[src/core/etsr_defs.vh]
`ifndef ETSR_DEFS_VH
`define ETSR_DEFS_VH

// ************************************************************
// Register byte offsets
// ************************************************************
`define ETSR_ADDR_W 12
`define ETSR_OFS_UNIT_INDEX 12'h500
`define ETSR_OFS_S5_PHASE 12'h58C
`define ETSR_OFS_S6_NANOS 12'h590
`define ETSR_OFS_S6_SECS 12'h594
`define ETSR_OFS_S6_PHASE 12'h598
`define ETSR_OFS_S7_NANOS 12'h59C
`define ETSR_OFS_S7_SECS 12'h5A0

// ************************************************************
// Field positions and widths
// ************************************************************
`define ETSR_UNIT_PTR_BIT 8
`define ETSR_POL_BIT 30
`define ETSR_NANOS_W 30
`define ETSR_SECS_W 32
`define ETSR_PHASE_W 3

// ************************************************************
// Sub-cycle phase codes, one per 8ns slot of the 40ns cycle
// ************************************************************
`define ETSR_PH_0NS 3'h0
`define ETSR_PH_8NS 3'h1
`define ETSR_PH_16NS 3'h2
`define ETSR_PH_24NS 3'h3
`define ETSR_PH_32NS 3'h4

// ************************************************************
// Capture slot select and reset values
// ************************************************************
`define ETSR_SLOT_5TH 2'h1
`define ETSR_SLOT_6TH 2'h2
`define ETSR_SLOT_7TH 2'h3
`define ETSR_RST_WORD 32'h00000000
`define ETSR_RST_PHASE 3'h0

`endif

[src/core/etsr_bank_mem.v]
`timescale 1ns/100ps
`default_nettype none
module etsr_bank_mem #(
   parameter DW = 63,
   parameter AW = 2
) (
   // Clock and reset
   input wire clk,
   input wire rst_n,
   // Write port
   input wire wr_en,
   input wire [AW-1:0] wr_addr,
   input wire [DW-1:0] wr_data,
   // Read port
   input wire rd_en,
   input wire [AW-1:0] rd_addr,
   output reg [DW-1:0] rd_data_q
);

   localparam DEPTH = 1 << AW;

   reg [DW-1:0] mem_q [0:DEPTH-1];
   integer i;

   // ************************************************************
   // Storage, cleared by reset so unwritten slots show zero
   // ************************************************************
   always @(posedge clk or negedge rst_n) begin
      if (!rst_n) begin
         for (i = 0; i < DEPTH; i = i + 1) begin
            mem_q[i] <= {DW{1'b0}};
         end
      end else if (wr_en) begin
         mem_q[wr_addr] <= wr_data;
      end
   end

   // Registered read; same-address write shows next read
   always @(posedge clk or negedge rst_n) begin
      if (!rst_n) begin
         rd_data_q <= {DW{1'b0}};
      end else if (rd_en) begin
         rd_data_q <= mem_q[rd_addr];
      end
   end

endmodule // etsr_bank_mem
`default_nettype wire

[src/core/etsr_sample_regs.v]
// Chosen here: the Avalon-MM slave port.
`timescale 1ns/100ps
`default_nettype none
`include "etsr_defs.vh"
module etsr_sample_regs #(
   parameter UNIT_W = 1
) (
   // Clock and reset
   input wire clk,
   input wire rst_n,
   // Avalon-MM slave
   input wire [`ETSR_ADDR_W-1:0] avs_address,
   input wire avs_read,
   input wire avs_write,
   input wire [31:0] avs_writedata,
   input wire [3:0] avs_byteenable,
   output reg [31:0] avs_readdata,
   output reg avs_waitrequest,
   // Capture results from the timestamp engine
   input wire cap_valid,
   input wire [1:0] cap_slot,
   input wire [UNIT_W-1:0] cap_unit,
   input wire cap_polarity,
   input wire [`ETSR_NANOS_W-1:0] cap_nanos,
   input wire [`ETSR_SECS_W-1:0] cap_secs,
   input wire [2:0] cap_phase_slot
);

   localparam MEM_DW = 1 + `ETSR_NANOS_W + `ETSR_SECS_W;
   localparam MEM_AW = UNIT_W + 1;
   localparam ST_IDLE = 2'h0;
   localparam ST_RWAIT = 2'h1;
   localparam ST_ACK = 2'h2;

   // ************************************************************
   // Helpers
   // ************************************************************
   // Slot index 0..4 to code; 16ns uses 010 since 101 is reserved
   function [`ETSR_PHASE_W-1:0] phase_code;
      input [2:0] slot;
      begin
         case (slot)
            3'h0: phase_code = `ETSR_PH_0NS;
            3'h1: phase_code = `ETSR_PH_8NS;
            3'h2: phase_code = `ETSR_PH_16NS;
            3'h3: phase_code = `ETSR_PH_24NS;
            3'h4: phase_code = `ETSR_PH_32NS;
            default: phase_code = `ETSR_PH_0NS;
         endcase
      end
   endfunction

   function [31:0] phase_word;
      input [`ETSR_PHASE_W-1:0] code;
      begin
         phase_word = {29'h0, code};
      end
   endfunction

   function is_bank_reg;
      input [`ETSR_ADDR_W-1:0] a;
      begin
         is_bank_reg = (a == `ETSR_OFS_S6_NANOS) || (a == `ETSR_OFS_S6_SECS) ||
                       (a == `ETSR_OFS_S7_NANOS) || (a == `ETSR_OFS_S7_SECS);
      end
   endfunction

   // ************************************************************
   // Capture side
   // ************************************************************
   reg [`ETSR_PHASE_W-1:0] s5_phase_q;
   reg [`ETSR_PHASE_W-1:0] s6_phase_q;
   wire cap_bank_wr;
   wire [MEM_AW-1:0] cap_mem_addr;
   wire [MEM_DW-1:0] cap_mem_data;

   assign cap_bank_wr = cap_valid &&
                        ((cap_slot == `ETSR_SLOT_6TH) || (cap_slot == `ETSR_SLOT_7TH));
   // Bank word: unit selects the bank, low bit picks sixth or seventh
   assign cap_mem_addr = {cap_unit, cap_slot == `ETSR_SLOT_7TH};
   assign cap_mem_data = {cap_polarity, cap_nanos, cap_secs};

   // Phase slots are not banked; last capture wins
   always @(posedge clk or negedge rst_n) begin
      if (!rst_n) begin
         s5_phase_q <= `ETSR_RST_PHASE;
         s6_phase_q <= `ETSR_RST_PHASE;
      end else if (cap_valid) begin
         if (cap_slot == `ETSR_SLOT_5TH) begin
            s5_phase_q <= phase_code(cap_phase_slot);
         end
         if (cap_slot == `ETSR_SLOT_6TH) begin
            s6_phase_q <= phase_code(cap_phase_slot);
         end
      end
   end

   // ************************************************************
   // Unit index pointer, the only writable bit
   // ************************************************************
   reg [UNIT_W-1:0] unit_q;
   reg [1:0] state_q;
   wire commit_wr;

   assign commit_wr = (state_q == ST_ACK) && avs_write;

   always @(posedge clk or negedge rst_n) begin
      if (!rst_n) begin
         unit_q <= {UNIT_W{1'b0}};
      end else if (commit_wr && (avs_address == `ETSR_OFS_UNIT_INDEX) &&
                   avs_byteenable[1]) begin
         unit_q <= avs_writedata[`ETSR_UNIT_PTR_BIT +: UNIT_W];
      end
   end

   // ************************************************************
   // Bank memory for nanos and seconds
   // ************************************************************
   wire mem_rd_en;
   wire [MEM_AW-1:0] mem_rd_addr;
   wire [MEM_DW-1:0] mem_rd_data;
   wire rd_slot7;

   assign rd_slot7 = (avs_address == `ETSR_OFS_S7_NANOS) ||
                     (avs_address == `ETSR_OFS_S7_SECS);
   assign mem_rd_en = (state_q == ST_IDLE) && avs_read && is_bank_reg(avs_address);
   assign mem_rd_addr = {unit_q, rd_slot7};

   etsr_bank_mem #(
      .DW(MEM_DW),
      .AW(MEM_AW)
   ) u_bank (
      .clk(clk),
      .rst_n(rst_n),
      .wr_en(cap_bank_wr),
      .wr_addr(cap_mem_addr),
      .wr_data(cap_mem_data),
      .rd_en(mem_rd_en),
      .rd_addr(mem_rd_addr),
      .rd_data_q(mem_rd_data)
   );

   // ************************************************************
   // Read data selection
   // ************************************************************
   reg [31:0] rd_word;
   wire [31:0] nanos_word;

   // Bit 31 reserved, reads zero
   assign nanos_word = {1'b0, mem_rd_data[MEM_DW-1],
                        mem_rd_data[`ETSR_SECS_W +: `ETSR_NANOS_W]};

   always @* begin
      rd_word = `ETSR_RST_WORD;
      case (avs_address)
         `ETSR_OFS_UNIT_INDEX: rd_word[`ETSR_UNIT_PTR_BIT +: UNIT_W] = unit_q;
         `ETSR_OFS_S5_PHASE: rd_word = phase_word(s5_phase_q);
         `ETSR_OFS_S6_NANOS: rd_word = nanos_word;
         `ETSR_OFS_S6_SECS: rd_word = mem_rd_data[`ETSR_SECS_W-1:0];
         `ETSR_OFS_S6_PHASE: rd_word = phase_word(s6_phase_q);
         `ETSR_OFS_S7_NANOS: rd_word = nanos_word;
         `ETSR_OFS_S7_SECS: rd_word = mem_rd_data[`ETSR_SECS_W-1:0];
         default: rd_word = `ETSR_RST_WORD;
      endcase
   end

   // ************************************************************
   // Bus sequencer
   // ************************************************************
   // Fixed latency: every read waits for the bank memory, even
   // for unbanked registers, which keeps timing uniform for software.
   reg [1:0] state_d;

   always @* begin
      state_d = state_q;
      case (state_q)
         ST_IDLE: begin
            if (avs_read) begin
               state_d = ST_RWAIT;
            end else if (avs_write) begin
               state_d = ST_ACK;
            end
         end
         ST_RWAIT: state_d = ST_ACK;
         ST_ACK: state_d = ST_IDLE;
         default: state_d = ST_IDLE;
      endcase
   end

   always @(posedge clk or negedge rst_n) begin
      if (!rst_n) begin
         state_q <= ST_IDLE;
         avs_waitrequest <= 1'b1;
         avs_readdata <= `ETSR_RST_WORD;
      end else begin
         state_q <= state_d;
         case (state_q)
            ST_IDLE: begin
               avs_waitrequest <= !(avs_write && !avs_read);
               avs_readdata <= `ETSR_RST_WORD;
            end
            ST_RWAIT: begin
               avs_waitrequest <= 1'b0;
               avs_readdata <= rd_word;
            end
            ST_ACK: begin
               // Writes to sample registers fall through here unused
               avs_waitrequest <= 1'b1;
               // Read data only stands in the acknowledge cycle
               avs_readdata <= `ETSR_RST_WORD;
            end
            default: begin
               avs_waitrequest <= 1'b1;
               avs_readdata <= `ETSR_RST_WORD;
            end
         endcase
      end
   end

endmodule // etsr_sample_regs
`default_nettype wire

[config.mk]
export PLATFORM = sky130hd
export DESIGN_NAME = etsr_sample_regs
export DESIGN_NICKNAME = d
export VERILOG_FILES = /design/src/core/etsr_bank_mem.v /design/src/core/etsr_sample_regs.v
export VERILOG_INCLUDE_DIRS = /design/src /design/src/core
export SDC_FILE = /design/constraint.sdc
export NUM_CORES = 1
export LEC_CHECK = 0
export BUFFER_PORTS_ARGS = -buffer_cell sky130_fd_sc_hd__buf_4
export CAP_MARGIN = 20
export CORE_ASPECT_RATIO = 0.75
export CORE_UTILIZATION = 43
export CTS_CLUSTER_SIZE = 25
export DETAILED_ROUTE_END_ITERATION = 10
export PLACE_DENSITY = 0.62
export SLEW_MARGIN = 20
export SYNTH_ARGS = -nofsm -noshare
export SYNTH_HDL_FRONTEND = slang
export SYNTH_SLANG_ARGS = --single-unit
export TNS_END_PERCENT = 10
[constraint.sdc]
create_clock -name clk -period 4.1 [get_ports clk]
set_input_delay 0.41 -clock clk [delete_from_list [all_inputs] [get_ports clk]]
set_output_delay 0.41 -clock clk [all_outputs]
set_load 0.005 [all_outputs]
==> impl_metrics.sql, run 1 <==
INSERT INTO impl_metrics (metric_group, metric, value, unit) VALUES
('timing', 'final.hold.worst_slack', '112', 'ps'),
('global_route', 'initial_antenna_violation_count', '0', ''),
('floorplan', 'number_of_top_level_pins', '155', ''),
('global_route', 'grt_util_all_layers', '0.199', ''),
('timing', 'finalCriticalPeriod', '2250', 'ps'),
('placed_design', 'dpl-instance-area', '0.0173', 'mm²'),
('placed_design', 'port-buffer-count', '120', ''),
('timing', 'finalCritPeriodShare', '0.548', ''),
('cts', 'cts_root_buf', 'clkbuf_16', ''),
('placed_design', 'final_replace_weighted_congestion', '0.815', ''),
('timing', 'final_critical_path_setup_slack', '1850', 'ps'),
('global_route', 'globalRouteOverflowTotal', '0', ''),
('hold_path', 'min-delay-path-class', 'in2reg', ''),
('timing', 'timing.final.max_slew_violations', '0', ''),
('global_route', 'grt_pass1_wl', '57400', 'µm'),
('worst_setup_path', 'critPathCaptureType', 'flop', ''),
('floorplan', 'die_area', '0.0378', 'mm²'),
('worst_setup_path', 'critPathLaunchType', 'flop', ''),
('pwr', 'p_leak', '7.79', 'nW'),
('logic_synthesis', 'post_syn_instances', '1088', ''),
('timing', 'tightestPinTransition', '975', 'ps'),
('timing', 'setup_repair_after_global_routing_missed_its_margin', 'false', ''),
('timing', 'maxClockFrequency', '445', 'MHz'),
('route', 'detailroute.via_count', '9143', ''),
('route', 'detailedRoute.firstIterationViolations', '683', ''),
('layout', 'flow.area_growth_from_synthesis', '17.0', '%'),
('pwr', 'p_per_area', '478', 'mW/mm²'),
('worst_setup_path', 'path_class', 'reg2reg', ''),
('layout', 'nNetsFinal', '1323', ''),
('layout', 'layout_commonest_cell', 'dfrtp_1', ''),
('logic_synthesis', 'dominantRegCellSynth', 'dfrtp_1', ''),
('logic_synthesis', 'synth.cell_area', '0.0159', 'mm²'),
('floorplan', 'chipHeight', '169', 'µm'),
('layout', 'final_cell_area', '0.0186', 'mm²'),
('placed_design', 'preCtsSetupSlack', '1330', 'ps'),
('route', 'post_drt_wl_per_cell', '21.1', 'µm'),
('cts', 'cts_made_buffers', '38', ''),
('route', 'drt-total-wl', '36500', 'µm'),
('job', 'cap_violations', '0', ''),
('worst_setup_path', 'r2r_setup_slack', '1850', 'ps'),
('worst_setup_path', 'cp.required', '4520', 'ps'),
('route', 'routed_via_density', '5.30', ''),
('outcome', 'outcome', 'completed', ''),
('timing', 'hold_violations_final', '0', ''),
('floorplan', 'coreArea', '0.0361', 'mm²'),
('logic_synthesis', 'synth-seq-cells', '357', ''),
('logic_synthesis', 'synth_edf_count', '0', ''),
('logic_synthesis', 'ys_types', '41', ''),
('route', 'antenna_violating_nets_post_route', '0', ''),
('logic_synthesis', 'yosys_warnings', '0', ''),
('cts', 'clock_tree_from_tritoncts', 'done', ''),
('timing', 'setup_violations', '0', ''),
('route', 'drc_errors', '0', ''),
('cts', 'clock-sinks', '357', ''),
('global_route', 'pin_count_of_the_biggest_net_entering_global_routing', '117', ''),
('floorplan', 'placement_rows', '60', ''),
('placed_design', 'hpwl', '23200', 'µm'),
('layout', 'antenna_cells', '0', ''),
('layout', 'fillerInstances', '3079', ''),
('pwr', 'finalPower', '8.89', 'mW'),
('route', 'firstDrtPassIters', '4', ''),
('timing', 'final.setup_skew', '16.4', 'ps'),
('cts', 'post_cts.repair.setup_buffers', '0', ''),
('worst_setup_path', 'cp.arrival', '2670', 'ps'),
('floorplan', 'initial_core_util', '0.440', ''),
('cts', 'clock_tree.buffer_depth', '3', ''),
('cts', 'cts.clk_slew.worst_paths', '70', 'ps'),
('timing', 'finalSetupTns', '0', 'ps'),
('logic_synthesis', 'seq_area_frac_synth', '0.562', ''),
('layout', 'mostFrequentLayoutCells', 'dfrtp_1 (355), mux2_2 (256), mux2i_1 (189)', ''),
('cts', 'htree_num_levels', '2', ''),
('floorplan', 'die_x', '224', 'µm'),
('pwr', 'max-vdd-ir-drop', '0.000249', 'V'),
('worst_setup_path', 'timing.critical_path.fanout_max', '47', ''),
('cts', 'clk_latency', '530', 'ps'),
('global_route', 'first_global_vias', '9435', ''),
('logic_synthesis', 'post_synthesis_async_set_or_reset_flop_share', '1.00', ''),
('logic_synthesis', 'syn_nets', '1210', ''),
('logic_synthesis', 'post_synthesis_mean_instance_area', '14.6', 'µm²'),
('timing', 'max-slew-margin-rel', '0.350', ''),
('layout', 'proportion_of_layout_cells_with_a_drive_suffix_above_1', '0.433', '');
[registers in the layout, indices dropped and copies added, names as in the netlist]
name and count:
avs_readdata 32, avs_waitrequest 1, s5_phase_q 3, s6_phase_q 3
state_q 2, u_bank.mem_q 252, u_bank.rd_data_q 63, unit_q 1
[report_power, final]
group	total, mW	leakage (nW)	switching, mW	internal, mW
sequential	4.36	4.47	0.269	4.09
clock	3.42	0.630	1.40	2.02
combinational	1.12	2.69	0.469	0.648
total	8.89	7.79	2.14	6.75
[final timing paths]
path / start / endpoint / cells after the start
worst max register to register: unit_q$_DFFE_PN0P_ / u_bank.rd_data_q[5]$_DFFE_PN0P_ / 4
worst min register to register: s6_phase_q[0]$_DFFE_PN0P_ / s6_phase_q[0]$_DFFE_PN0P_ / 2
min in group asynchronous: rst_n / u_bank.mem_q[122]$_DFFE_PN0P_ / 2
worst min-delay path: avs_writedata[8] / unit_q$_DFFE_PN0P_ / 2
worst max-delay path: unit_q$_DFFE_PN0P_ / u_bank.rd_data_q[5]$_DFFE_PN0P_ / 4
max in group asynchronous: rst_n / u_bank.mem_q[89]$_DFFE_PN0P_ / 3
[metal layers]
metal,up-vias,global-route usage,share of wire
met5,-,0,0
met3,45,0.0338,0.044
met2,167,0.297,0.44
met4,0,0.0432,0.015
li1,4179,-,-
met1,4752,0.302,0.50
[repair_timing]
action | CTS | global route
resized for setup | 0 | 0
hold buffers | 1 | 0
hold endpoints to repair | 2 | 0
[cell type report]
type | instances | area, µm² | share of cell area
multi-input cells | 657 | 6590 | 0.354
well taps | 496 | 621 | 0.0334
inverters | 4 | 15.0 | 0.000807
clock inverters | 14 | 103 | 0.00552
flip-flops and latches | 357 | 8940 | 0.481
repair buffers | 143 | 1180 | 0.0636
clock buffers | 55 | 1150 | 0.0618
[synth_stat cells, types with 2 or more instances]
library cell | count | share of area
a21oi_1 | 30 | 0.0094
a22oi_1 | 3 | 0.0014
a31oi_1 | 3 | 0.0012
buf_1 | 6 | 0.0014
buf_12 | 6 | 0.0076
buf_2 | 2 | 0.00063
buf_4 | 6 | 0.0028
buf_6 | 2 | 0.0014
clkbuf_1 | 48 | 0.011
dfrtp_1 | 356 | 0.56
inv_1 | 4 | 0.00094
mux2_2 | 256 | 0.18
mux2_4 | 60 | 0.057
mux2i_1 | 189 | 0.12
nand2_1 | 13 | 0.0031
nand2b_1 | 4 | 0.0016
nand3_1 | 58 | 0.018
nand3b_1 | 3 | 0.0014
nand4_1 | 2 | 0.00079
nand4b_1 | 3 | 0.0017
nand4bb_1 | 2 | 0.0014
nor2_1 | 4 | 0.00094
nor3_1 | 3 | 0.00094
nor4_1 | 2 | 0.00079
o21ai_0 | 7 | 0.0022
[through the flow]
| stage | util | cells |
|---|---|---|
| 6_report | 0.515 | 1726 |
| 5_1_grt | 0.515 | 1726 |
| 4_1_cts | 0.515 | 1726 |
| 3_5_place_dp | 0.480 | 1656 |
| 3_3_place_gp | 0.480 | 1656 |
| 2_1_floorplan | - | 1088 |
[critical path, cell delays in order (launching register included)]
cell and delay, ps:
dfrtp_4 990, buf_12 380, mux2i_1 260, mux2i_1 140, mux2_4 280
[kinds of logic (layout without fill, tap and decap cells)]
| logic type | count (synthesis) | in the layout | synth area share |
|---|---|---|---|
| xor+xnor | 1 | 1 | 0.000551 |
| mux | 505 | 505 | 0.357 |
| buf+inv | 74 | 216 | 0.0261 |
| compound gates | 47 | 47 | 0.0179 |
| simple gates | 104 | 104 | 0.0366 |
| flops | 357 | 357 | 0.562 |
No activity file was read; power rests on OpenSTA's default activity.
==> run 2, diff against run 1 <==
--- a/config.mk
+++ b/config.mk
@@ -12,7 +12,7 @@
 export CORE_UTILIZATION = 43
 export CTS_CLUSTER_SIZE = 25
 export DETAILED_ROUTE_END_ITERATION = 10
-export PLACE_DENSITY = 0.62
+export PLACE_DENSITY = 0.64
 export SLEW_MARGIN = 20
 export SYNTH_ARGS = -nofsm -noshare
 export SYNTH_HDL_FRONTEND = slang
==> constraint.sdc (replaced) <==
create_clock -name clk -period 1.8 [get_ports clk]
set_input_delay 0.18 -clock clk [delete_from_list [all_inputs] [get_ports clk]]
set_output_delay 0.18 -clock clk [all_outputs]
set_load 0.005 [all_outputs]
==> impl_metrics.sql, run 2 (same netlist as run 1, synthesis figures left out) <==
INSERT INTO impl_metrics (metric_group, metric, value, unit) VALUES
('hold_path', 'min-delay-path-class', 'in2reg', ''),
('worst_setup_path', 'worstSetupStartpoint', 'avs_address[6]', ''),
('layout', 'max_flop_register', 'u_bank.mem_q', ''),
('cts', 'post_cts.repair.setup_buffers', '0', ''),
('cts', 'cts.clk_slew.worst_paths', '60', 'ps'),
('worst_setup_path', 'cp.depth', '8', ''),
('worst_setup_path', 'crit_chain', 'buf_4, or4bb_1, a2111oi_4, buf_12, buf_12, buf_4, mux2i_1, mux2_4', ''),
('route', 'detailroute.via_count', '9665', ''),
('placed_design', 'dpl-instance-area', '0.0180', 'mm²'),
('cts', 'clk_latency', '530', 'ps'),
('global_route', 'grt_pass1_wl', '60700', 'µm'),
('pwr', 'finalPower', '20.4', 'mW'),
('worst_setup_path', 'path_class', 'in2reg', ''),
('timing', 'finalCritPeriodShare', '0.975', ''),
('timing', 'finalCriticalPeriod', '1750', 'ps'),
('cts', 'cts_root_buf', 'clkbuf_16', ''),
('timing', 'hold_violations_final', '0', ''),
('timing', 'finalSetupTns', '0', 'ps'),
('job', 'cap_violations', '0', ''),
('layout', 'utilization', '0.551', ''),
('route', 'detailedRoute.firstIterationViolations', '571', ''),
('route', 'drt-total-wl', '38300', 'µm'),
('timing', 'tightestPinTransition', '478', 'ps'),
('route', 'firstDrtPassIters', '5', ''),
('pwr', 'max-vdd-ir-drop', '0.000523', 'V'),
('worst_setup_path', 'critical-path-top-delay-family', 'buffers and inverters', ''),
('layout', 'mostFrequentLayoutCells', 'dfrtp_1 (355), mux2_2 (256), mux2i_1 (189)', ''),
('worst_setup_path', 'critical_path.reg2reg.startpoint', 'state_q[0]$_DFFE_PN0P_', ''),
('global_route', 'globalRouteOverflowTotal', '0', ''),
('placed_design', 'final_replace_weighted_congestion', '0.821', ''),
('timing', 'setup_violations', '0', ''),
('worst_setup_path', 'timing.critical_path.fanout_max', '12', ''),
('route', 'drc_errors', '0', ''),
('route', 'routed_via_density', '5.25', ''),
('layout', 'layout_commonest_cell', 'dfrtp_1', ''),
('worst_setup_path', 'cp.required', '2210', 'ps'),
('global_route', 'pin_count_of_the_biggest_net_entering_global_routing', '66', ''),
('timing', 'timing.final.max_slew_violations', '0', ''),
('cts', 'clock-sinks', '357', ''),
('floorplan', 'number_of_top_level_pins', '155', ''),
('layout', 'reg.largest.list', 'u_bank.mem_q x252, u_bank.rd_data_q x63, avs_readdata x32', ''),
('layout', 'nNetsFinal', '1443', ''),
('layout', 'antenna_cells', '0', ''),
('cts', 'clock_tree.buffer_depth', '3', ''),
('timing', 'final_critical_path_setup_slack', '45.5', 'ps'),
('layout', 'flow.area_growth_from_synthesis', '25.2', '%'),
('layout', 'final_cell_area', '0.0199', 'mm²'),
('cts', 'cts_made_buffers', '37', ''),
('worst_setup_path', 'worstPathBufferInverterCount', '4', ''),
('floorplan', 'initial_core_util', '0.440', ''),
('global_route', 'grt_util_all_layers', '0.209', ''),
('worst_setup_path', 'crit_path_max_incr_delay', '560', 'ps'),
('worst_setup_path', 'cp.arrival', '2170', 'ps'),
('cts', 'clock_tree_from_tritoncts', 'done', ''),
('worst_setup_path', 'crit_path_slowest_cell', 'or4bb_1', ''),
('hold_path', 'worstHoldPathCells', '5', ''),
('placed_design', 'port-buffer-count', '120', ''),
('global_route', 'first_global_vias', '10200', ''),
('worst_setup_path', 'critPathCaptureType', 'flop', ''),
('worst_setup_path', 'worst-r2r-cell-count', '4', ''),
('floorplan', 'chipHeight', '169', 'µm'),
('timing', 'final.setup_skew', '8.65', 'ps'),
('floorplan', 'placement_rows', '60', ''),
('placed_design', 'preCtsSetupSlack', '-470', 'ps'),
('layout', 'largest_reg_flops', '252', ''),
('placed_design', 'hpwl', '26200', 'µm'),
('timing', 'max-slew-margin-rel', '0.678', ''),
('floorplan', 'coreArea', '0.0361', 'mm²'),
('hold_path', 'start_point_of_the_worst_min_delay_path', 'avs_address[0]', ''),
('layout', 'proportion_of_layout_cells_with_a_drive_suffix_above_1', '0.430', ''),
('outcome', 'outcome', 'completed', ''),
('route', 'post_drt_wl_per_cell', '20.8', 'µm'),
('floorplan', 'die_area', '0.0378', 'mm²'),
('global_route', 'initial_antenna_violation_count', '0', ''),
('floorplan', 'die_x', '224', 'µm'),
('route', 'antenna_violating_nets_post_route', '0', ''),
('timing', 'maxClockFrequency', '570', 'MHz'),
('worst_setup_path', 'critPathLaunchType', 'input pin', ''),
('cts', 'htree_num_levels', '2', ''),
('timing', 'setup_repair_after_global_routing_missed_its_margin', 'false', ''),
('pwr', 'p_leak', '8.39', 'nW'),
('pwr', 'p_per_area', '1020', 'mW/mm²');
run 2: through the flow:
step | instances | hold slack [ps]
6_report | 1840 | 106
3_5_place_dp | 1707 | 88.1
2_1_floorplan | 1088 | -116
4_1_cts | 1840 | 86.9
5_1_grt | 1840 | 126
3_3_place_gp | 1707 | 89.4
run 2: area by class of cell:
cell class / count / area (µm²)
Tap cell: 496 / 621
Clock inverter: 9 / 124
Multi-Input combinational cell: 657 / 6600
Sequential cell: 357 / 8940
Clock buffer: 53 / 1090
Timing Repair Buffer: 264 / 2530
Fill cell: 2972 / 16200
Inverter: 4 / 15.0
run 2: per-layer routing:
layer,track usage,part of all wire
met2,0.312,0.44
met3,0.0325,0.039
met4,0.0694,0.029
met1,0.310,0.49
met5,0,0
run 2: path summary, 6_finish.rpt:
kind	slack [ps]	to
hold reg to reg	490	s6_phase_q[0]$_DFFE_PN0P_
max in group asynchronous	870	u_bank.mem_q[136]$_DFFE_PN0P_
setup reg to reg	100	u_bank.rd_data_q[15]$_DFFE_PN0P_
setup / recovery	50	u_bank.rd_data_q[44]$_DFFE_PN0P_
min in group asynchronous	150	u_bank.mem_q[183]$_DFFE_PN0P_
hold / removal	110	avs_readdata[2]$_DFF_PN0_
run 2: timing repair:
action,CTS,global route
hold endpoints to repair,530,0
hold buffers,71,0
setup endpoints to repair,26,0
gates resized for setup,1,0
run 2: report_power, final:
group          internal [mW]  switching [mW]  total (mW)
Sequential              9.32           0.627        9.94
Combinational           1.64            1.13        2.77
Clock                   4.60            3.08        7.68
Total                   15.6            4.83        20.4
run 2: worst reg2reg max path, delay by kind of cell (launching register included):
kind	cells	cell delay, ps
AOI/OAI and AO/OA	1	330
buffers and inverters	1	240
DFF	1	410
muxes	1	340
and+or+nand+nor	1	270
==> run 3, diff against run 2 <==
--- a/config.mk
+++ b/config.mk
@@ -9,10 +9,10 @@
 export BUFFER_PORTS_ARGS = -buffer_cell sky130_fd_sc_hd__buf_4
 export CAP_MARGIN = 20
 export CORE_ASPECT_RATIO = 0.75
-export CORE_UTILIZATION = 43
+export CORE_UTILIZATION = 54
 export CTS_CLUSTER_SIZE = 25
 export DETAILED_ROUTE_END_ITERATION = 10
-export PLACE_DENSITY = 0.64
+export PLACE_DENSITY = 0.78
 export SLEW_MARGIN = 20
 export SYNTH_ARGS = -nofsm -noshare
 export SYNTH_HDL_FRONTEND = slang
==> impl_metrics.sql, run 3 (same netlist as run 1, synthesis figures left out) <==
INSERT INTO impl_metrics (metric_group, metric, value, unit) VALUES
('cts', 'cts_root_buf', 'clkbuf_16', ''),
('route', 'post_drt_wl_per_cell', '21.5', 'µm'),
('cts', 'htree_num_levels', '2', ''),
('pwr', 'max-vdd-ir-drop', '0.000652', 'V'),
('pwr', 'p_leak', '8.31', 'nW'),
('cts', 'clock_tree_from_tritoncts', 'done', ''),
('floorplan', 'coreArea', '0.0290', 'mm²'),
('floorplan', 'die_x', '200', 'µm'),
('floorplan', 'chipHeight', '151', 'µm'),
('timing', 'final_critical_path_setup_slack', '43.6', 'ps'),
('layout', 'nNetsFinal', '1433', ''),
('layout', 'multiInputGateArea', '0.00660', 'mm²'),
('worst_setup_path', 'critical_path.reg2reg.startpoint', 'unit_q$_DFFE_PN0P_', ''),
('layout', 'reg.largest.list', 'u_bank.mem_q x252, u_bank.rd_data_q x63, avs_readdata x32', ''),
('layout', 'mostFrequentLayoutCells', 'dfrtp_1 (355), mux2_2 (256), mux2i_1 (189)', ''),
('timing', 'timing.final.max_slew_violations', '0', ''),
('placed_design', 'hpwl', '24000', 'µm'),
('timing', 'final.setup_skew', '9.98', 'ps'),
('worst_setup_path', 'critPathCaptureType', 'flop', ''),
('worst_setup_path', 'timing.critical_path.fanout_max', '15', ''),
('global_route', 'pin_count_of_the_biggest_net_entering_global_routing', '77', ''),
('timing', 'finalCriticalPeriod', '1760', 'ps'),
('layout', 'area.sequential', '0.00894', 'mm²'),
('route', 'drt-total-wl', '37000', 'µm'),
('floorplan', 'number_of_top_level_pins', '155', ''),
('timing', 'finalSetupTns', '0', 'ps'),
('floorplan', 'die_area', '0.0301', 'mm²'),
('route', 'routed_via_density', '5.73', ''),
('timing', 'finalCritPeriodShare', '0.976', ''),
('worst_setup_path', 'r2r_setup_slack', '100', 'ps'),
('worst_setup_path', 'worstSetupStartpoint', 'avs_address[6]', ''),
('floorplan', 'placement_rows', '54', ''),
('global_route', 'grt_util_all_layers', '0.253', ''),
('layout', 'layout_commonest_cell', 'dfrtp_1', ''),
('timing', 'setup_violations', '0', ''),
('cts', 'clock-sinks', '357', ''),
('layout', 'antenna_cells', '0', ''),
('cts', 'cts_made_buffers', '36', ''),
('cts', 'clock_tree.buffer_depth', '3', ''),
('outcome', 'outcome', 'completed', ''),
('hold_path', 'start_point_of_the_worst_min_delay_path', 'cap_phase_slot[0]', ''),
('placed_design', 'port-buffer-count', '120', ''),
('route', 'detailedRoute.firstIterationViolations', '628', ''),
('route', 'detailroute.via_count', '9898', ''),
('global_route', 'initial_antenna_violation_count', '0', ''),
('pwr', 'p_per_area', '1020', 'mW/mm²'),
('job', 'cap_violations', '0', ''),
('route', 'firstDrtPassIters', '4', ''),
('cts', 'cts.clk_slew.worst_paths', '60', 'ps'),
('layout', 'max_flop_register', 'u_bank.mem_q', ''),
('worst_setup_path', 'cp.required', '2250', 'ps'),
('layout', 'flow.area_growth_from_synthesis', '23.1', '%'),
('floorplan', 'initial_core_util', '0.549', ''),
('worst_setup_path', 'cp.arrival', '2210', 'ps'),
('placed_design', 'preCtsSetupSlack', '-458', 'ps'),
('layout', 'largest_reg_flops', '252', ''),
('worst_setup_path', 'path_class', 'in2reg', ''),
('route', 'drc_errors', '0', ''),
('route', 'antenna_violating_nets_post_route', '0', ''),
('global_route', 'grt_pass1_wl', '59000', 'µm'),
('worst_setup_path', 'critPathLaunchType', 'input pin', ''),
('layout', 'final_cell_area', '0.0196', 'mm²'),
('timing', 'maxClockFrequency', '569', 'MHz'),
('placed_design', 'final_replace_weighted_congestion', '0.903', ''),
('hold_path', 'min-delay-path-class', 'in2reg', ''),
('timing', 'max-slew-margin-rel', '0.631', ''),
('layout', 'proportion_of_layout_cells_with_a_drive_suffix_above_1', '0.427', ''),
('placed_design', 'dpl-instance-area', '0.0177', 'mm²'),
('timing', 'final.hold.worst_slack', '25.7', 'ps'),
('layout', 'fillerInstances', '2025', ''),
('global_route', 'first_global_vias', '10300', ''),
('global_route', 'globalRouteOverflowTotal', '0', ''),
('timing', 'hold_violations_final', '0', ''),
('timing', 'tightestPinTransition', '549', 'ps'),
('cts', 'clk_latency', '510', 'ps'),
('layout', 'utilization', '0.676', '');
[run 3: changes by cell type in the layout (fill, tap and decap cells not counted)]
cell / previous run / this run
buf_12: 29 / 24
bufinv_16: 3 / 1
clkbuf_1: 6 / 9
clkbuf_16: 37 / 38
clkbuf_8: 10 / 9
clkinv_4: 1 / 0
dlygate4sd3_1: 71 / 66
[run 3: timing repair]
item | CTS | global route
endpoints found under the setup margin | 0 | 33
hold endpoints to repair | 610 | 0
resized for setup | 0 | 2
buffers inserted | 0 | 7
hold buffers | 66 | 0
[run 3: worst paths after layout]
check | endpoint | depth (start not counted)
max in group asynchronous | u_bank.mem_q[24]$_DFFE_PN0P_ | 3
max | u_bank.rd_data_q[46]$_DFFE_PN0P_ | 7
min in group asynchronous | u_bank.mem_q[186]$_DFFE_PN0P_ | 2
min | s6_phase_q[0]$_DFFE_PN0P_ | 3
min reg2reg | s6_phase_q[0]$_DFFE_PN0P_ | 2
max reg2reg | u_bank.rd_data_q[37]$_DFFE_PN0P_ | 5
[run 3: report_power, final]
| group | switching [mW] | total [mW] | internal (mW) |
|---|---|---|---|
| Sequential | 0.666 | 9.98 | 9.32 |
| Combinational | 1.13 | 2.76 | 1.63 |
| Clock | 2.97 | 7.24 | 4.27 |
[run 3: routing by layer]
layer  vias up  global-route usage  routed length (µm)  share of wire
met5         -                   0                   0              0
met4         0              0.0750                 909          0.025
met3        60              0.0498                2080          0.056
met2       262               0.389               16800           0.45
met1      5166               0.365               17200           0.47
li1       4410                   -                   -              -
[run 3: cell type report]
type,instances,area share
Sequential cell,357,0.456
Clock inverter,6,0.00281
Timing Repair Buffer,255,0.123
Inverter,4,0.000767
Tap cell,392,0.0250
Multi-Input combinational cell,657,0.337
Clock buffer,55,0.0553
[run 3: through the flow]
step / instances / power, mW
detailed placement: 1592 / 12.7
global placement: 1592 / 12.5
floorplan: 1088 / 11.7
global route: 1726 / 20.9
CTS: 1719 / 20.1
finish: 1726 / 20.0
[run 3: worst max-delay path, stage by stage]
cell       delay, ps
buf_4            110
or4bb_1          550
a2111oi_4        380
clkbuf_16        280
buf_4            140
mux2i_1          340
mux2_4           210
